**src/acss_defs.svh**
```systemverilog
// Bit positions, field codes and reset values of the command and scan sequencer
`ifndef ACSS_DEFS_SVH
`define ACSS_DEFS_SVH

// ------------------------------------------------------------
// Command byte layout
// ------------------------------------------------------------
`define ACSS_CMD_MARK_BIT   7
`define ACSS_CMD_TYPE_BIT   6
`define ACSS_CMD_OP_HI      5
`define ACSS_CMD_OP_LO      4
`define ACSS_CMD_RATE_HI    3
`define ACSS_CMD_RATE_LO    0
`define ACSS_CMD_IDX_HI     5
`define ACSS_CMD_IDX_LO     1
`define ACSS_CMD_DIR_BIT    0
`define ACSS_DIR_READ       1'b1

// ------------------------------------------------------------
// Scan setup and control field codes
// ------------------------------------------------------------
`define ACSS_SCAN_SINGLE    2'h0
`define ACSS_SCAN_MULTI     2'h1
`define ACSS_PD_STANDBY     2'h2

// ------------------------------------------------------------
// Low-power report codes
// ------------------------------------------------------------
`define ACSS_LPR_CONV       2'h0
`define ACSS_LPR_SLEEP      2'h1
`define ACSS_LPR_STANDBY    2'h2

// ------------------------------------------------------------
// Order slots and reset values
// ------------------------------------------------------------
`define ACSS_SLOT_NONE      3'h0
`define ACSS_SLOT_BAD       3'h7
`define ACSS_RATE_RST       4'h0
`define ACSS_DELAY_ZERO     8'h00

`endif

```
**src/acss_pkg.sv**
```systemverilog
// Types shared by the command and scan sequencer modules
package acss_pkg;

   // Operation selector of a conversion command
   typedef enum logic [1:0] {
      ACSS_OP_NONE  = 2'h0,
      ACSS_OP_PDOWN = 2'h1,
      ACSS_OP_CAL   = 2'h2,
      ACSS_OP_SEQ   = 2'h3
   } acss_op_t;

   // Sequencer states, Gray along sleep, settle, convert, back
   typedef enum logic [2:0] {
      ACSS_ST_SLEEP   = 3'h0,
      ACSS_ST_SETTLE  = 3'h1,
      ACSS_ST_CONV    = 3'h3,
      ACSS_ST_STANDBY = 3'h2,
      ACSS_ST_CAL     = 3'h6
   } acss_state_t;

endpackage

```
**src/acss_dly_if.sv**
```systemverilog
// Handshake between the sequencer and its settle delay timer
`timescale 1ns/1ps
interface acss_dly_if;
   logic       start;
   logic [7:0] length;
   logic       done;

   modport ctrl  (output start, output length, input done);
   modport timer (input start, input length, output done);
endinterface

```
**src/acss_settle_timer.sv**
```systemverilog
// Input settling delay timer, counted in ticks of a programmable cycle count
`timescale 1ns/1ps
`include "acss_defs.svh"
module acss_settle_timer #(
   parameter int TICK_CYCLES = 1
) (
   // Clock and reset
   input wire logic CLK,
   input wire logic RST_B,
   // Sequencer side
   acss_dly_if.timer dly
);
   import acss_pkg::*;

   localparam int CW = 8 + $clog2(TICK_CYCLES + 1) + 1;

   logic [CW-1:0] cnt_r;
   logic [CW-1:0] cnt_nxt;
   logic          busy_r;
   logic          busy_nxt;
   logic          done_r;
   logic          done_nxt;

   // ------------------------------------------------------------
   // Countdown; a zero length still answers one cycle after start
   // ------------------------------------------------------------
   always_comb begin
      cnt_nxt  = cnt_r;
      busy_nxt = busy_r;
      done_nxt = 1'b0;
      if (dly.start) begin
         if (dly.length == `ACSS_DELAY_ZERO) begin
            done_nxt = 1'b1;
            busy_nxt = 1'b0;
         end else begin
            cnt_nxt  = CW'(dly.length) * CW'(TICK_CYCLES);
            busy_nxt = 1'b1;
         end
      end else if (busy_r) begin
         cnt_nxt = cnt_r - CW'(1);
         if (cnt_r == CW'(1)) begin
            done_nxt = 1'b1;
            busy_nxt = 1'b0;
         end
      end
   end

   // Register stage
   always_ff @(posedge CLK or negedge RST_B) begin
      if (!RST_B) begin
         cnt_r  <= '0;
         busy_r <= 1'b0;
         done_r <= 1'b0;
      end else begin
         cnt_r  <= cnt_nxt;
         busy_r <= busy_nxt;
         done_r <= done_nxt;
      end
   end

   assign dly.done = done_r;

endmodule

```
**src/adc_command_and_scan_sequencer.sv**
```systemverilog
// Command byte decoder and conversion sequencer of a multichannel converter
`timescale 1ns/1ps
`include "acss_defs.svh"
module adc_command_and_scan_sequencer #(
   parameter int NCH         = 6,
   parameter int DATA_W      = 24,
   parameter int BIAS_PINS   = 2,
   parameter int TICK_CYCLES = 1
) (
   // Clock and reset
   input  wire logic                  CLK,
   input  wire logic                  RST_B,
   // Command bytes from the serial framing logic
   input  wire logic [7:0]            CMD_BYTE,
   input  wire logic                  CMD_VALID,
   // Scan setup configuration
   input  wire logic [1:0]            SCAN_MODE,
   input  wire logic [2:0]            INPUT_SELECTOR,
   input  wire logic                  SETTLE_DELAY_ENABLE,
   input  wire logic                  READY_AT_SCAN_END,
   input  wire logic [7:0]            MUX_DELAY,
   // Control register one fields
   input  wire logic                  ONE_SHOT_SELECT,
   input  wire logic                  REPEAT_ONE_SHOT,
   input  wire logic [1:0]            POWER_DOWN_EXIT_STATE,
   input  wire logic [1:0]            CAL_KIND,
   // Channel maps
   input  wire logic [3*NCH-1:0]      CHANNEL_ORDER_SLOT,
   input  wire logic [NCH-1:0]        CHANNEL_SCAN_ENABLE,
   // Bias pin control registers
   input  wire logic [BIAS_PINS-1:0]  BIAS_OUTPUT_DIRECTION,
   input  wire logic [BIAS_PINS-1:0]  BIAS_PIN_CONTROL,
   // Converter and calibration engine
   input  wire logic                  CONV_DONE,
   input  wire logic [DATA_W-1:0]     CONV_DATA,
   input  wire logic                  CAL_DONE,
   input  wire logic                  RESULT_READ,
   output      logic                  CONV_START,
   output      logic                  CONV_ABORT,
   output      logic [2:0]            ACTIVE_CHANNEL,
   output      logic [3:0]            CONV_RATE,
   output      logic                  CAL_START,
   output      logic [1:0]            CAL_KIND_OUT,
   // Register access requests
   output      logic [4:0]            REGISTER_INDEX,
   output      logic                  REG_WRITE,
   output      logic                  REG_READ,
   // Results and status
   output      logic [DATA_W-1:0]     RESULT_DATA,
   output      logic [NCH*DATA_W-1:0] CHANNEL_DATA,
   output      logic [NCH-1:0]        CHANNEL_DONE_FLAGS,
   output      logic                  RESULT_READY_N,
   output      logic [1:0]            LOW_POWER_REPORT,
   output      logic                  MODULATOR_BUSY,
   // Output bias pins
   output      logic [BIAS_PINS-1:0]  OUTPUT_BIAS_PIN,
   output      logic [BIAS_PINS-1:0]  OUTPUT_BIAS_PIN_OE
);
   import acss_pkg::*;

   // ------------------------------------------------------------
   // Next enabled channel after a slot: {found, channel, slot}
   // ------------------------------------------------------------
   function automatic logic [6:0] next_channel(input logic [2:0]       prev,
                                               input logic [3*NCH-1:0] ord,
                                               input logic [NCH-1:0]   en);
      logic       found;
      logic [2:0] best_ch;
      logic [2:0] best_slot;
      logic [2:0] s;
      found     = 1'b0;
      best_ch   = 3'h0;
      best_slot = `ACSS_SLOT_NONE;
      for (int i = 0; i < NCH; i++) begin
         s = ord[3*i +: 3];
         // Slots 000 and 111 are unusable and never scanned
         if (en[i] && s != `ACSS_SLOT_NONE && s != `ACSS_SLOT_BAD && s > prev &&
             (!found || s < best_slot)) begin
            found     = 1'b1;
            best_ch   = 3'(i);
            best_slot = s;
         end
      end
      return {found, best_ch, best_slot};
   endfunction

   // ------------------------------------------------------------
   // Declarations
   // ------------------------------------------------------------
   acss_dly_if dly ();

   acss_state_t       state_r;
   acss_state_t       state_nxt;
   logic [2:0]        ch_r;
   logic [2:0]        ch_nxt;
   logic [2:0]        slot_r;
   logic [2:0]        slot_nxt;
   logic              multi_r;
   logic              multi_nxt;
   logic [3:0]        rate_r;
   logic [3:0]        rate_nxt;
   logic [1:0]        cal_kind_r;
   logic [1:0]        cal_kind_nxt;
   logic              rdy_n_r;
   logic              rdy_n_nxt;
   logic [NCH-1:0]    done_r;
   logic [NCH-1:0]    done_nxt;
   logic [DATA_W-1:0] data_r;
   logic [DATA_W-1:0] data_nxt;
   logic [DATA_W-1:0] chan_r   [NCH];
   logic [DATA_W-1:0] chan_nxt [NCH];
   logic              start_r;
   logic              start_nxt;
   logic              abort_r;
   logic              abort_nxt;
   logic              cal_go_r;
   logic              cal_go_nxt;
   logic [4:0]        idx_r;
   logic [4:0]        idx_nxt;
   logic              wr_r;
   logic              wr_nxt;
   logic              rd_r;
   logic              rd_nxt;
   logic [1:0]        lpr_r;
   logic [1:0]        lpr_nxt;
   logic              busy_r;
   logic              busy_nxt;
   logic [BIAS_PINS-1:0] bias_r;
   logic [BIAS_PINS-1:0] bias_oe_r;

   logic              is_conv_cmd;
   logic              is_reg_cmd;
   acss_op_t          op;
   logic [6:0]        pick_next;
   logic [6:0]        pick_first;
   logic              chan_wr;
   logic [NCH-1:0]    done_set;
   acss_state_t       pd_target;
   logic              dly_go;

   // ------------------------------------------------------------
   // Command decode
   // ------------------------------------------------------------
   assign is_conv_cmd = CMD_VALID && CMD_BYTE[`ACSS_CMD_MARK_BIT] &&
                        !CMD_BYTE[`ACSS_CMD_TYPE_BIT];
   assign is_reg_cmd  = CMD_VALID && CMD_BYTE[`ACSS_CMD_MARK_BIT] &&
                        CMD_BYTE[`ACSS_CMD_TYPE_BIT];
   assign op          = acss_op_t'(CMD_BYTE[`ACSS_CMD_OP_HI:`ACSS_CMD_OP_LO]);
   assign pick_next   = next_channel(slot_r, CHANNEL_ORDER_SLOT, CHANNEL_SCAN_ENABLE);
   assign pick_first  = next_channel(`ACSS_SLOT_NONE, CHANNEL_ORDER_SLOT,
                                     CHANNEL_SCAN_ENABLE);
   // Exit state chosen beforehand; anything but standby means sleep
   assign pd_target   = (POWER_DOWN_EXIT_STATE == `ACSS_PD_STANDBY) ?
                        ACSS_ST_STANDBY : ACSS_ST_SLEEP;

   // Settle delay request; a disabled delay is a zero length
   assign dly.start  = dly_go;
   assign dly.length = SETTLE_DELAY_ENABLE ? MUX_DELAY : `ACSS_DELAY_ZERO;

   // ------------------------------------------------------------
   // Sequencer next state
   // ------------------------------------------------------------
   always_comb begin
      state_nxt    = state_r;
      ch_nxt       = ch_r;
      slot_nxt     = slot_r;
      multi_nxt    = multi_r;
      rate_nxt     = rate_r;
      cal_kind_nxt = cal_kind_r;
      rdy_n_nxt    = rdy_n_r;
      data_nxt     = data_r;
      start_nxt    = 1'b0;
      abort_nxt    = 1'b0;
      cal_go_nxt   = 1'b0;
      dly_go       = 1'b0;
      chan_wr      = 1'b0;
      done_set     = '0;
      done_nxt     = done_r;
      // Reading the result releases the ready line; a new result wins below
      if (RESULT_READ) begin
         rdy_n_nxt = 1'b1;
      end
      case (state_r)
         ACSS_ST_SETTLE: begin
            if (dly.done) begin
               state_nxt = ACSS_ST_CONV;
               start_nxt = 1'b1;
            end
         end
         ACSS_ST_CONV: begin
            if (CONV_DONE && !multi_r) begin
               data_nxt  = CONV_DATA;
               rdy_n_nxt = 1'b0;
               if (ONE_SHOT_SELECT && !REPEAT_ONE_SHOT) begin
                  state_nxt = ACSS_ST_SLEEP;
               end else begin
                  state_nxt = ACSS_ST_SETTLE;
                  dly_go    = 1'b1;
               end
            end else if (CONV_DONE) begin
               // Repeat bit plays no part in a scan
               chan_wr      = 1'b1;
               done_set[ch_r] = 1'b1;
               if (!READY_AT_SCAN_END || !pick_next[6]) begin
                  rdy_n_nxt = 1'b0;
               end
               if (pick_next[6]) begin
                  ch_nxt    = pick_next[5:3];
                  slot_nxt  = pick_next[2:0];
                  state_nxt = ACSS_ST_SETTLE;
                  dly_go    = 1'b1;
               end else begin
                  state_nxt = ACSS_ST_SLEEP;
               end
            end
         end
         ACSS_ST_CAL: begin
            if (CAL_DONE) begin
               state_nxt = pd_target;
            end
         end
         default: begin
         end
      endcase
      // Commands take priority over a conversion finishing in the same cycle
      if (is_conv_cmd) begin
         case (op)
            ACSS_OP_PDOWN: begin
               abort_nxt = (state_r == ACSS_ST_CONV) || (state_r == ACSS_ST_SETTLE);
               state_nxt = pd_target;
            end
            ACSS_OP_CAL: begin
               cal_kind_nxt = CAL_KIND;
               cal_go_nxt   = 1'b1;
               state_nxt    = ACSS_ST_CAL;
            end
            ACSS_OP_SEQ: begin
               rate_nxt  = CMD_BYTE[`ACSS_CMD_RATE_HI:`ACSS_CMD_RATE_LO];
               rdy_n_nxt = 1'b1;
               done_nxt  = '0;
               if (SCAN_MODE == `ACSS_SCAN_SINGLE) begin
                  multi_nxt = 1'b0;
                  ch_nxt    = INPUT_SELECTOR;
                  state_nxt = ACSS_ST_SETTLE;
                  dly_go    = 1'b1;
               end else begin
                  multi_nxt = 1'b1;
                  ch_nxt    = pick_first[5:3];
                  slot_nxt  = pick_first[2:0];
                  // An empty scan finishes at once
                  state_nxt = pick_first[6] ? ACSS_ST_SETTLE : ACSS_ST_SLEEP;
                  dly_go    = pick_first[6];
               end
            end
            default: begin
               // Unused selector: the state holds
               state_nxt = state_r;
            end
         endcase
      end
      // Flags set this cycle survive a clear in the same cycle
      done_nxt = done_nxt | done_set;
   end

   // ------------------------------------------------------------
   // Register access requests and status
   // ------------------------------------------------------------
   always_comb begin
      idx_nxt  = idx_r;
      wr_nxt   = 1'b0;
      rd_nxt   = 1'b0;
      if (is_reg_cmd) begin
         idx_nxt = CMD_BYTE[`ACSS_CMD_IDX_HI:`ACSS_CMD_IDX_LO];
         rd_nxt  = (CMD_BYTE[`ACSS_CMD_DIR_BIT] == `ACSS_DIR_READ);
         wr_nxt  = !rd_nxt;
      end
      case (state_nxt)
         ACSS_ST_SLEEP:   lpr_nxt = `ACSS_LPR_SLEEP;
         ACSS_ST_STANDBY: lpr_nxt = `ACSS_LPR_STANDBY;
         default:         lpr_nxt = `ACSS_LPR_CONV;
      endcase
      busy_nxt = (state_nxt == ACSS_ST_CONV);
   end

   // Per-channel result storage, written by channel index
   always_comb begin
      for (int i = 0; i < NCH; i++) begin
         chan_nxt[i] = (chan_wr && ch_r == 3'(i)) ? CONV_DATA : chan_r[i];
      end
   end

   // ------------------------------------------------------------
   // Register stages
   // ------------------------------------------------------------
   always_ff @(posedge CLK or negedge RST_B) begin
      if (!RST_B) begin
         state_r    <= ACSS_ST_SLEEP;
         ch_r       <= 3'h0;
         slot_r     <= `ACSS_SLOT_NONE;
         multi_r    <= 1'b0;
         rate_r     <= `ACSS_RATE_RST;
         cal_kind_r <= 2'h0;
         rdy_n_r    <= 1'b1;
         done_r     <= '0;
         data_r     <= '0;
         start_r    <= 1'b0;
         abort_r    <= 1'b0;
         cal_go_r   <= 1'b0;
         idx_r      <= 5'h00;
         wr_r       <= 1'b0;
         rd_r       <= 1'b0;
         lpr_r      <= `ACSS_LPR_SLEEP;
         busy_r     <= 1'b0;
         for (int i = 0; i < NCH; i++) begin
            chan_r[i] <= '0;
         end
      end else begin
         state_r    <= state_nxt;
         ch_r       <= ch_nxt;
         slot_r     <= slot_nxt;
         multi_r    <= multi_nxt;
         rate_r     <= rate_nxt;
         cal_kind_r <= cal_kind_nxt;
         rdy_n_r    <= rdy_n_nxt;
         done_r     <= done_nxt;
         data_r     <= data_nxt;
         start_r    <= start_nxt;
         abort_r    <= abort_nxt;
         cal_go_r   <= cal_go_nxt;
         idx_r      <= idx_nxt;
         wr_r       <= wr_nxt;
         rd_r       <= rd_nxt;
         lpr_r      <= lpr_nxt;
         busy_r     <= busy_nxt;
         for (int i = 0; i < NCH; i++) begin
            chan_r[i] <= chan_nxt[i];
         end
      end
   end

   // Bias pins follow their control registers in every mode; maps never steer them
   always_ff @(posedge CLK or negedge RST_B) begin
      if (!RST_B) begin
         bias_r    <= '0;
         bias_oe_r <= '0;
      end else begin
         bias_r    <= BIAS_PIN_CONTROL;
         bias_oe_r <= BIAS_OUTPUT_DIRECTION;
      end
   end

   // ------------------------------------------------------------
   // Settle delay timer and outputs
   // ------------------------------------------------------------
   acss_settle_timer #(
      .TICK_CYCLES (TICK_CYCLES)
   ) u_timer (
      .CLK   (CLK),
      .RST_B (RST_B),
      .dly   (dly.timer)
   );

   for (genvar g = 0; g < NCH; g++) begin : g_chan
      assign CHANNEL_DATA[g*DATA_W +: DATA_W] = chan_r[g];
   end

   assign CONV_START         = start_r;
   assign CONV_ABORT         = abort_r;
   assign ACTIVE_CHANNEL     = ch_r;
   assign CONV_RATE          = rate_r;
   assign CAL_START          = cal_go_r;
   assign CAL_KIND_OUT       = cal_kind_r;
   assign REGISTER_INDEX     = idx_r;
   assign REG_WRITE          = wr_r;
   assign REG_READ           = rd_r;
   assign RESULT_DATA        = data_r;
   assign CHANNEL_DONE_FLAGS = done_r;
   assign RESULT_READY_N     = rdy_n_r;
   assign LOW_POWER_REPORT   = lpr_r;
   assign MODULATOR_BUSY     = busy_r;
   assign OUTPUT_BIAS_PIN    = bias_r;
   assign OUTPUT_BIAS_PIN_OE = bias_oe_r;

endmodule

```
**config.mk**
```make
export PLATFORM = sky130hd
export DESIGN_NAME = adc_command_and_scan_sequencer
export DESIGN_NICKNAME = d
export VERILOG_FILES = /design/src/acss_pkg.sv /design/src/acss_dly_if.sv /design/src/acss_settle_timer.sv /design/src/adc_command_and_scan_sequencer.sv
export VERILOG_INCLUDE_DIRS = /design/src
export SDC_FILE = /design/constraint.sdc
export NUM_CORES = 1
export LEC_CHECK = 0
export BUFFER_PORTS_ARGS = -buffer_cell sky130_fd_sc_hd__buf_2
export CORE_MARGIN = 3
export CORE_UTILIZATION = 51
export CTS_CLUSTER_DIAMETER = 50
export DETAILED_ROUTE_END_ITERATION = 16
export PLACE_DENSITY = 0.78
export SLEW_MARGIN = 10
export SYNTH_ARGS = -nofsm -noshare
export SYNTH_HDL_FRONTEND = slang
export SYNTH_SLANG_ARGS = --single-unit
```
**constraint.sdc**
```tcl
create_clock -name CLK -period 17.1 [get_ports CLK]
set_input_delay 1.71 -clock CLK [delete_from_list [all_inputs] [get_ports CLK]]
set_output_delay 1.71 -clock CLK [all_outputs]
set_load 0.01 [all_outputs]
```
Word level (Yosys, flattened, before mapping)
Index checks and enable logic that the tools add are counted.
- output and inout port bits: 201
- logic and storage cells: 272
- input bits: 87
- bits in registers: 220
- reductions and logical operators: 89
- equal/unequal tests: 22
- $add $sub $neg: 1
- order comparisons: 24
- mux-type cells: 107
- bitwise gates (word level): 1
- operators by type and width (operator ; count):
    2-to-1 mux 3 bit ; 38
    2-to-1 mux 1 bit ; 54
    logical AND 1 bit ; 46
    < comparator 3 bit ; 10
    2-to-1 mux 10 bit ; 3
    2-to-1 mux 6 bit ; 5
    > comparator 3 x 1 -> 1 bit (second input constant) ; 6
    > comparator 3 bit ; 6
    inequality test 3 bit (second input constant) ; 6
    one-hot mux 3 bit (3 select lines) ; 2
    nonzero test 3 bit ; 6
    zero test 1 bit ; 16
    equality test 3 x 2 -> 1 bit (second input constant) ; 5
    logical OR 1 bit ; 12
    equality test 10 x 1 -> 1 bit (second input constant) ; 1
    subtractor 10 x 1 -> 10 bit (second input constant) ; 1
    equality test 3 bit (second input constant) ; 3
    zero test 8 bit ; 1
    2-to-1 mux 8 bit ; 1
    AND reduction 2 bit ; 4
    equality test 2 bit (second input constant) ; 3
    equality test 3 x 1 -> 1 bit (second input constant) ; 2
    zero test 3 bit ; 2
    OR 6 bit ; 1
    other kinds (9) ; 10

Depth between registers and ports, before layout
Gate-level depths: netlist of the first run.
- depth in word-level cells: 33
- depth in mapped cells: 42
- gate-level depth less buffers: 42

Modules after synthesis
A second synthesis of the first run with hierarchy kept.
- cell total of the unflattened synthesis: 858
- area total of the unflattened synthesis: 10501.3 um^2
- modules (own cells, without submodules) (module ; area each (um^2) ; cells each ; instances ; sequential area each (um^2)):
    adc_command_and_scan_sequencer ; 9724.3 ; 774 ; 1 ; 5207.5
    acss_settle_timer ; 777.0 ; 84 ; 1 ; 300.3

Least setup slack after synthesis of the first run
No wires, ideal clock.
- path type: in2reg
- from: input CHANNEL_ORDER_SLOT[1]
- to: register ch_r[1], in the netlist ACTIVE_CHANNEL[1]
- library setup time: 0.080 ns
- cell stages on the path: 39
- path buffers: 0
- required time: 17.020 ns
- arrival time: 8.354 ns
- setup slack: 8.666 ns
- cells stage by stage: ha_1 nor2b_1 o21ai_1 a21oi_1 nand3_1 ha_1 a21oi_1 o21ai_0 a21oi_2 mux2i_1 inv_1 ha_1 o21a_1 nor2_1 a21oi_2 o22ai_2 mux2_2 inv_1 (+3 left out) nand2_2 nor2_1 a21o_1 mux2_2 inv_1 ha_1 a21oi_1 nand3_1 o21ai_1 o21ai_0 ha_1 a21o_1 nor3_1 nand2_1 nor2_1 a311o_1 o311a_1 nor3_2
- word-level cells in the longest chain between the ends: 31
- elaborated cells on any way between the ends: 84
- those cells by class: order compare (12); eq/ne (1); mux (36); reduce/logical (35)
- ends and longest elaborated chain (item ; line ; source):
    start, declared ; adc_command_and_scan_sequencer.sv:28 ; input wire logic [3*NCH-1:0] CHANNEL_ORDER_SLOT,
    branches (longest 30 deep; another with > comparator 3 bit) ; n/a ;
    2-to-1 mux 3 bit * ; adc_command_and_scan_sequencer.sv:226 ; if (is_conv_cmd) begin
    via ch_nxt[1] ; adc_command_and_scan_sequencer.sv:95 ; logic [2:0] ch_nxt;
    end signal, assigned ; adc_command_and_scan_sequencer.sv:319 ; ch_r <= ch_nxt;
    end, declared ; adc_command_and_scan_sequencer.sv:94 ; logic [2:0] ch_r;
Mark *: on every way through the listed nets, which the timed path passes.
A chain may end at the register's enable or synchronous reset.

Worst setup path in the final report of the first run
- from: input CHANNEL_ORDER_SLOT[1]
- to: register ch_r[0], in the netlist ACTIVE_CHANNEL[0]
Same word-level chain as after synthesis.

==> metrics.md, run 1 <==
| Metric | Value |
|---|---|
| CTS buffer count | 24 |
| Worst endpoint data arrival time | 9.58 ns |
| Via density per instance | 5.70 |
| Die Y-Extent | 150 microns |
| EDFF count, synth | 0 |
| NumNets Final | 1,282 |
| Max cap viols | 0 |
| Area occupied by multi-input gates | 4820 sq um |
| Routability-driven placement congestion ratio | 0.886 |
| Yosys warns | 0 |
| Final Hold Viols | 0 |
| Synth-to-Final Area Change | 24.7% |
| Sink Count | 220 |
| Top_reg_cell synth | dfrtp_1 |
| Port buffer count | 287 |
| Worst Path Max Fanout | 9 |
| CP peak stage delay | 0.52 ns |
| Core area | 19,800 sq um |
| Cts repair resizes | 0 |
| Routed wire per std cell | 19.5 microns |
| Peak supply drop | 0.0904 mV |
| Die Wd | 150 microns |
| Worst slew margin | 36.9% |
| # rows | 51 |
| CP top delay family | compound AO/OA/AOI/OAI gates |
| WP data required | 17.45 ns |
| Gr ovfl total | 0 |
| Sequential share of the synthesized area | 52.3% |
| F_max | 0.108 GHz |
| Max Root-Sink Buffers | 3 |
| Post-CTS Hold Buffers | 0 |
| Yosys reg bits | 220 |
| Fraction of layout cells with a size suffix above 1 | 46.3% |
| RSZ-0062 raised after global routing | no |
| Via Count | 8,202 |
| Setup Fix Bufs, Post-CTS | 0 |
| Critical path buffers and inverters | 4 |
| Largest net degree at the start of global routing | 79 |
| Post-Synthesis Cells | 863 |
| Avg Synthesized Cell Area | 12.2 sq um |
| HPWL after DPL | 20.0 mm |
| Die ar. | 22,400 sq um |
| Worst-margin pin slew | 0.943 ns |
| Critical path launch point type | primary input |
| PwrDens | 138 nW/um^2 |
| Fraction of the cycle the final worst path needs | 54.0% |
| Post-synthesis net count | 990 |
| Clock-pin slew on the worst setup and hold paths | 0.06 ns |
| R2R setup slack | 8.58 ns |
| DRC viols | 0 |
| Crit-path most repeated cell | ha_1 |
| Clk root buf | clkbuf_16 |
| Detailed Route WL | 28.1 mm |
| Initial antenna violation count | 0 |
| CTS H-tree depth | 1 |
| Top cell type's share of synthesized area | 51.8% |
| Reg area | 5510 sq um |
| Placed insts | 1,394 |
| Routed Antenna Nets | 0 |
| Yosys top cell by area | dfrtp_1 |
| Slew Viols, Final | 0 |
| Starting Density | 53.1% |
| Area of the mapped netlist | 10,500 sq um |
| Post-synth ARST share | 100% |
| Clock Skews | 0.0181 ns |
| Synth unique cells | 76 |
| Number of DRC markers in iteration 0 | 422 |
| Detailed Routing Iterations Pass 1 | 5 |
| Final TNS setup | 0 ns |
| CP endpoint kind | flip-flop |
| CP max stage cell | a311oi_1 |
| # fillers | 1,536 |
| Clock Latency Late Sink | 0.51 ns |
| Min Tclk post-route | 9.23 ns |
| Final setup viols | 0 |
| Synth top area cells | dfrtp_1 (52%), mux2_2 (19%), ha_1 (4.8%) |
| Ports | 288 |
| GRT Overall Usage | 24.5% |
| Status | complete, no violations |
| Cell Count, Final, Fillers Out | 1,439 |
| Leak pwr | 7.04 nW |
| Worst hold-check path type | flip-flop to flip-flop |
| CP Class | primary input to flip-flop |
| Vias in the first global route | 8,222 |
| First-pass GRT wire length | 43.8 mm |
| CTS tree | yes |
per-layer routing:
metal | vias to the layer above | wire (microns) | track usage, %
met5 | - | 0 | 0
met4 | 0 | 946 | 7.55
met3 | 58 | 2270 | 6.15
met2 | 323 | 13400 | 41.0
met1 | 4045 | 11500 | 31.8
li1 | 3776 | - | -
registers in the layout, summed over array words and instances (netlist names):
| name | cells |
|---|---|
| CHANNEL_DATA | 144 |
| RESULT_DATA | 24 |
| u_timer.cnt_r | 10 |
| CHANNEL_DONE_FLAGS | 6 |
| REGISTER_INDEX | 5 |
| CONV_RATE | 4 |
| ACTIVE_CHANNEL | 3 |
| slot_r | 3 |
| state_r | 3 |
| CAL_KIND_OUT | 2 |
| LOW_POWER_REPORT | 2 |
| OUTPUT_BIAS_PIN | 2 |
| OUTPUT_BIAS_PIN_OE | 2 |
| CAL_START | 1 |
| CONV_ABORT | 1 |
| CONV_START | 1 |
| MODULATOR_BUSY | 1 |
| REG_READ | 1 |
| REG_WRITE | 1 |
| RESULT_READY_N | 1 |
| multi_r | 1 |
| u_timer.busy_r | 1 |
| u_timer.dly.done | 1 |
cells by family after synthesis:
| kind of cell | count (synthesis) | synth area share (%) |
|---|---|---|
| adder cells (fa/ha/maj) | 40 | 4.75 |
| AO/OA/AOI/OAI | 166 | 11.6 |
| flip-flops | 220 | 52.3 |
| multiplexers | 184 | 19.6 |
| AND/OR/NAND/NOR | 191 | 9.48 |
| buffers and inverters | 62 | 2.32 |
metrics by stage:
stage	setup slack (ns)	area [sq um]	utilization [%]	hold WS, ns	power, mW
after global routing	7.04	13100	66.2	0.500	1.90
after CTS	7.97	13100	66.2	0.480	1.82
after detailed placement	7.42	12300	61.9	0.463	1.26
after global placement	7.49	12300	61.9	0.455	1.24
final	7.87	13100	66.2	0.473	1.81
after floorplan	8.67	10500	-	0.446	1.04
tightest hold or removal path: stages, from the launching register on:
cell and delay [ns]:
dfrtp_1 0.34, nand2_1 0.05, nand2_1 0.05
final cells by class:
type	instances	share of cell area [%]
Timing Repair Buffer	292	11.3
Inverter	36	1.03
Antenna cell	1	0.0190
Sequential cell	220	41.9
Tap cell	265	2.52
Multi-Input combinational cell	581	36.7
Clock inverter	8	1.23
Clock buffer	36	5.30
cell usage after synthesis, types with 4 or more instances:
| cell | n |
|---|---|
| dfrtp_1 | 218 |
| mux2_2 | 179 |
| nand2_1 | 52 |
| ha_1 | 40 |
| nor2_1 | 37 |
| inv_1 | 36 |
| a21oi_1 | 31 |
| o21ai_0 | 30 |
| nand3_1 | 25 |
| clkbuf_1 | 22 |
| nor3_1 | 16 |
| o21a_1 | 12 |
| a21o_1 | 10 |
| a31oi_1 | 10 |
| nand2b_1 | 9 |
| a211o_1 | 6 |
| and3_1 | 6 |
| o211ai_1 | 6 |
| mux2i_1 | 5 |
| nor2b_1 | 5 |
| or3_1 | 5 |
| a22o_1 | 4 |
| and2_1 | 4 |
| nand4_1 | 4 |
| nor3b_1 | 4 |
path summary, 6_finish.rpt:
path                                  startpoint               endpoint  depth (start not counted)
max                        CHANNEL_ORDER_SLOT[1]      ACTIVE_CHANNEL[0]                         40
min                        CHANNEL_DONE_FLAGS[4]  CHANNEL_DONE_FLAGS[4]                          2
max reg2reg                            slot_r[1]      ACTIVE_CHANNEL[0]                         40
min reg2reg                CHANNEL_DONE_FLAGS[4]  CHANNEL_DONE_FLAGS[4]                          2
max in group asynchronous                  RST_B       CHANNEL_DATA[64]                          2
min in group asynchronous                  RST_B       CHANNEL_DATA[80]                          1
layout by cell type, fill, tap and decap left out, types with 5 or more instances in the layout:
cell       netlist  layout
buf_2            3     286
nor2_1          37      35
a21oi_1         31      31
o21a_1          12      12
ha_1            40      40
nor3_1          16      16
mux2_2         179     179
mux2i_1          5       5
a31oi_1         10      10
dfrtp_1        218     218
o211ai_1         6       6
clkbuf_8         0       5
nor2b_1          5       5
or3_1            5       5
o21ai_0         30      30
and3_1           6       6
nand2b_1         9       9
a211o_1          6       6
a21o_1          10      10
nand2_1         52      52
buf_4            0       5
inv_1           36      36
nand3_1         25      23
clkbuf_16        0      24
clkbuf_1        22       7
report_power, final:
group / leakage [nW] / switching, mW / internal (mW) / total [mW]
sequential: 2.95 / 0.0783 / 0.637 / 0.715
combinational: 3.67 / 0.297 / 0.246 / 0.543
clock: 0.418 / 0.206 / 0.344 / 0.549
total: 7.04 / 0.581 / 1.23 / 1.81
Power figures use the tool's default switching activity.
==> inputs of run 2 (changes only) <==
Clock period 17.1 ns to 8.75 ns, I/O delays scaled along.
==> run 2 against run 1 <==
Against the previous run: core utilization grew 0.20 points; final cell count up 0.49%; via count is 0.30% lower; die area is the same; sequential share of layout area down 0.13 points; register-to-register slack got worse by 7.9 ns; wire length about the same; critical path type is now flip-flop to flip-flop; largest cell class unchanged.
==> metrics.md, run 2 (synthesis gave the netlist of run 1 again) <==
| Metric | Value |
|---|---|
| Status | complete, no violations |
| Most frequent cells in the layout | buf_2 (286), dfrtp_1 (218), mux2_2 (179) |
| CTS buffer count | 26 |
| Worst Path Max Fanout | 8 |
| HPWL after DPL | 19.8 mm |
| # rows | 51 |
| Final Hold Viols | 0 |
| Part of the power in combinational logic | 30.7% |
| CP peak stage delay | 0.40 ns |
| Via density per instance | 5.65 |
| Max cap viols | 0 |
| Met2 Use GR | 40.7% |
| Max Root-Sink Buffers | 3 |
| Routability-driven placement congestion ratio | 0.899 |
| Slew Viols, Final | 0 |
| Leak pwr | 7.05 nW |
| WHS | 0.312 ns |
| Worst-margin pin slew | 1.03 ns |
| Clock Skews | 0.0186 ns |
| Clock-pin slew on the worst setup and hold paths | 0.06 ns |
| F_max | 0.124 GHz |
| Critical R2R Launch | slot_r[1] |
| Fraction of layout cells with a size suffix above 1 | 47.2% |
| Met1 Use GR | 32.9% |
| NumNets Final | 1,289 |
| Peak supply drop | 0.160 mV |
| Final setup viols | 0 |
| Int Pwr | 2.35 mW |
| Gr ovfl total | 0 |
| Initial antenna violation count | 1 |
| Cell Count, Final, Fillers Out | 1,446 |
| Die Wd | 150 microns |
| Switch Pwr | 1.16 mW |
| Routed Antenna Nets | 0 |
| Detailed Route WL | 28.1 mm |
| GR Layer Usage met3 | 5.33% |
| Worst endpoint data arrival time | 8.48 ns |
| Sink Count | 220 |
| Clk root buf | clkbuf_16 |
| Fraction of the cycle the final worst path needs | 92.5% |
| Synth-to-Final Area Change | 25.1% |
| Gr busiest metal | met2 |
| CTS H-tree depth | 1 |
| Detailed Routing Iterations Pass 1 | 5 |
| Worst slew margin | 31.5% |
| CP max stage cell | dfrtp_1 |
| CP Class | flip-flop to flip-flop |
| Port buffer count | 287 |
| Ports | 288 |
| Starting Density | 53.1% |
| PwrDens | 267 nW/um^2 |
| # fillers | 1,504 |
| Die ar. | 22,400 sq um |
| CTS tree | yes |
| Max FFs per register | 144 |
| CP endpoint kind | flip-flop |
| Most common cell after layout, fill and taps aside | buf_2 |
| Worst reg2reg endpoint | ACTIVE_CHANNEL[1] |
| Via Count | 8,177 |
| Worst hold-check path type | primary input to async pin |
| Sw frac | 33.0% |
| WP data required | 9.13 ns |
| Crit-path most repeated cell | ha_1 |
| Reg2Reg Depth | 40 |
| Routed wire per std cell | 19.4 microns |
| Critical path launch point type | flip-flop |
| Clock power frac | 29.5% |
| First-pass GRT wire length | 44.0 mm |
| Antenna diode count | 0 |
| Number of DRC markers in iteration 0 | 333 |
| Placed insts | 1,395 |
| GRT Overall Usage | 24.6% |
| DRC viols | 0 |
| Largest net degree at the start of global routing | 79 |
| Min Tclk post-route | 8.09 ns |
| Vias in the first global route | 8,145 |
| Die Y-Extent | 150 microns |
| Seq pwr share | 39.7% |
| Clock Latency Late Sink | 0.52 ns |
| R2R setup slack | 0.66 ns |
| Core area | 19,800 sq um |
run 2: changes by cell type in the layout (fill, tap and decap cells not counted), sizes merged:
cell	before	now
buf	292	297
bufinv	4	1
clkbuf	36	37
clkinv	2	3
clkinvlp	0	2
diode	1	0
inv	38	40
run 2: routing by layer:
layer  vias up  wire [microns]
met3        56            2100
met5         -               0
li1       3776               -
met2       319           13300
met1      4026           11700
met4         0             903
run 2: layout make-up:
cell class | count | area (sq um) | share of cell area (%)
Inverter | 36 | 135 | 1.03
Clock inverter | 10 | 100 | 0.760
Timing Repair Buffer | 297 | 1520 | 11.5
Sequential cell | 220 | 5510 | 41.8
Multi-Input combinational cell | 581 | 4850 | 36.8
Clock buffer | 37 | 733 | 5.56
Tap cell | 265 | 332 | 2.52
run 2: critical path, delay by kind of cell, from the launching register on:
family	cells	cell delay (ns)
fa+ha+maj	6	1.57
buf+inv	4	0.35
flops	1	0.40
compound gates	17	3.40
simple gates	10	1.20
mux	3	1.07
run 2: worst max path at each step:
stage / from / cells past startpoint / slack, ns / to
4_1_cts: slot_r[1] / 39 / 0.25 / ACTIVE_CHANNEL[1]
2_1_floorplan: CHANNEL_ORDER_SLOT[1] / 39 / 1.15 / ACTIVE_CHANNEL[1]
3_5_place_dp: CHANNEL_ORDER_SLOT[1] / 39 / -0.14 / ACTIVE_CHANNEL[1]
3_3_place_gp: CHANNEL_ORDER_SLOT[1] / 39 / -0.03 / ACTIVE_CHANNEL[1]
6_report: slot_r[1] / 40 / 0.66 / ACTIVE_CHANNEL[1]
5_1_grt: slot_r[1] / 39 / -0.009 / ACTIVE_CHANNEL[1]
run 2: timing repair:
item	CTS	global route
endpoints found under the hold margin	0	0
hold buffers	0	0
endpoints found under the setup margin	0	6
gates resized for setup	0	9
setup buffers	0	4
run 2: through the flow:
stage                     setup slack [ns]  cell area (sq um)  utilization, %  power (mW)  setup TNS [ns]
after detailed placement            -0.139              12300            61.9        2.46          -0.473
final                                0.657              13200            66.4        3.51               0
after CTS                            0.245              13100            66.1        3.52               0
after global routing              -0.00935              13200            66.4        3.71        -0.00935
after floorplan                       1.15              10500               -        2.03               0
after global placement             -0.0290              12300            61.9        2.42         -0.0290
run 2: power groups by stage:
stage	sequential (mW)	clock (mW)	combinational (mW)
4_1_cts	1.39	1.05	1.07
3_3_place_gp	1.39	0	1.03
5_1_grt	1.42	1.10	1.19
2_1_floorplan	1.47	0	0.559
3_5_place_dp	1.41	0	1.06
6_report	1.39	1.04	1.08
==> inputs of run 3 (changes only) <==
==> constraint.sdc (replaced) <==
create_clock -name CLK -period 8.75 [get_ports CLK]
set_input_delay 2.625 -clock CLK [delete_from_list [all_inputs] [get_ports CLK]]
set_output_delay 2.625 -clock CLK [all_outputs]
set_load 0.01 [all_outputs]
==> run 3 against run 2 <==
Against the previous run: the flow now finishes with violations (negative setup slack); final cell count rose by 5.3%; first-iteration DRC count rose by 17%; power rose by 5.8%; critical path type is now primary input to flip-flop; critical endpoint is now slot_r[1].
==> metrics.md, run 3 (synthesis gave the netlist of run 1 again) <==
| Metric | Value |
|---|---|
| Status | complete, but fails checks |
| Failing checks | negative setup slack |
| Final setup viols | 6 |
| CP top delay family | compound AO/OA/AOI/OAI gates |
| PwrDens | 261 nW/um^2 |
| CP Class | primary input to flip-flop |
| Critical path buffers and inverters | 1 |
| Max Root-Sink Buffers | 3 |
| Initial antenna violation count | 0 |
| First-pass GRT wire length | 46.7 mm |
| Part of the power in combinational logic | 34.3% |
| Core area | 19,800 sq um |
| F_max | 0.112 GHz |
| Die ar. | 22,400 sq um |
| Worst endpoint data arrival time | 9.37 ns |
| Die Y-Extent | 150 microns |
| WHS | 0.481 ns |
| Worst slew margin | 33.5% |
| DRC viols | 0 |
| CP endpoint kind | flip-flop |
| Via Count | 8,581 |
| Int Pwr | 2.51 mW |
| Clock Latency Late Sink | 0.53 ns |
| Clock-pin slew on the worst setup and hold paths | 0.06 ns |
| Pre-CTS setup slack | -0.844 ns |
| Peak supply drop | 0.186 mV |
| Ports | 288 |
| Starting Density | 53.1% |
| Max FFs per register | 144 |
| Routed Antenna Nets | 0 |
| Gr ovfl total | 0 |
| Most common cell after layout, fill and taps aside | buf_2 |
| Number of DRC markers in iteration 0 | 390 |
| Worst Path Max Fanout | 8 |
| Leak pwr | 7.52 nW |
| Fraction of the cycle the final worst path needs | 102% |
| Detailed Routing Iterations Pass 1 | 5 |
| Worst-margin pin slew | 0.993 ns |
| Final Hold Viols | 0 |
| Clock power frac | 28.3% |
| Detailed Route WL | 30.1 mm |
| Clk root buf | clkbuf_16 |
| CTS H-tree depth | 1 |
| Antenna diode count | 0 |
| # fillers | 1,397 |
| Worst hold-check path type | flip-flop to flip-flop |
| Routability-driven placement congestion ratio | 0.852 |
| NumNets Final | 1,368 |
| Routed wire per std cell | 19.8 microns |
| WP data required | 9.18 ns |
| Vias in the first global route | 8,951 |
| Sink Count | 220 |
| CTS tree | yes |
| Placed cell area | 12,900 sq um |
| HPWL after DPL | 21.2 mm |
| Tot Pwr | 3.72 mW |
| Worst setup margin | -0.183 ns |
| Critical path launch point type | primary input |
| GRT Overall Usage | 26.1% |
| Largest net degree at the start of global routing | 89 |
| Cell area after layout | 14,200 sq um |
| Most frequent cells in the layout | buf_2 (283), dfrtp_1 (218), mux2_2 (175) |
| Switch Pwr | 1.21 mW |
| Clock Skews | 0.0177 ns |
| CP peak stage delay | 0.38 ns |
| Die Wd | 150 microns |
| # rows | 51 |
| Sw frac | 32.6% |
| CTS buffer count | 25 |
| Synth-to-Final Area Change | 34.9% |
| Via density per instance | 5.64 |
| Max cap viols | 0 |
| Port buffer count | 287 |
| Min Tclk post-route | 8.93 ns |
| Seq pwr share | 37.4% |
| Final TNS setup | -0.766 ns |
| Fraction of layout cells with a size suffix above 1 | 55.1% |
| Crit-path most repeated cell | o21a_1 |
| Slew Viols, Final | 0 |
| CP max stage cell | or3_4 |
| RSZ-0062 raised after global routing | yes |
==> run 3: path summary, 6_finish.rpt <==
kind | from | end | slack (ns) | cells after the start
hold / removal | CONV_RATE[2] | CONV_RATE[2] | 0.48 | 2
hold reg to reg | CONV_RATE[2] | CONV_RATE[2] | 0.48 | 2
max in group asynchronous | RST_B | u_timer.cnt_r[5] | 5.14 | 2
setup reg to reg | slot_r[1] | ACTIVE_CHANNEL[1] | 1.59 | 41
setup / recovery | CHANNEL_ORDER_SLOT[0] | slot_r[1] | -0.18 | 37
min in group asynchronous | RST_B | CHANNEL_DATA[21] | 2.13 | 1
==> run 3: layout make-up <==
type / count / area, sq um / area share, %
inverters: 36 / 135 / 0.950
flip-flops and latches: 220 / 5510 / 38.7
repair buffers: 377 / 2140 / 15.1
multi-input cells: 581 / 5270 / 37.1
well taps: 265 / 332 / 2.33
clock inverters: 9 / 151 / 1.06
clock buffers: 34 / 679 / 4.78
==> run 3: what timing repair did <==
item                                    CTS  global route
gates resized for setup                  19            38
hold buffers                              0             0
endpoints found under the setup margin    6             6
pin swaps                                24            22
setup buffers                            20            12
==> run 3: tightest hold or removal path: stages, from the launching register on <==
cell	delay [ns]
dfrtp_1	0.35
nand2_1	0.05
nand2_1	0.05
==> run 3: through the flow <==
step / utilization [%] / instances
4_1_cts: 70.4 / 1510
6_report: 71.6 / 1522
3_3_place_gp: 64.9 / 1447
2_1_floorplan: - / 863
5_1_grt: 71.6 / 1522
3_5_place_dp: 64.9 / 1447
==> run 3: per-layer routing <==
metal	part of all wire [%]	up-vias	track usage [%]
met4	2.2	0	6.45
met2	50	324	45.5
met3	8.0	52	6.75
met1	40	4261	32.6
li1	-	3944	-
met5	0	-	0
==> run 3: power by group through the flow <==
stage               logic [mW]  registers, mW  clock network (mW)
floorplan                0.605           1.47                   0
global placement          1.13           1.39                   0
detailed placement        1.16           1.40                   0
CTS                       1.21           1.39                1.07
global route              1.39           1.42                1.11
finish                    1.27           1.39                1.05
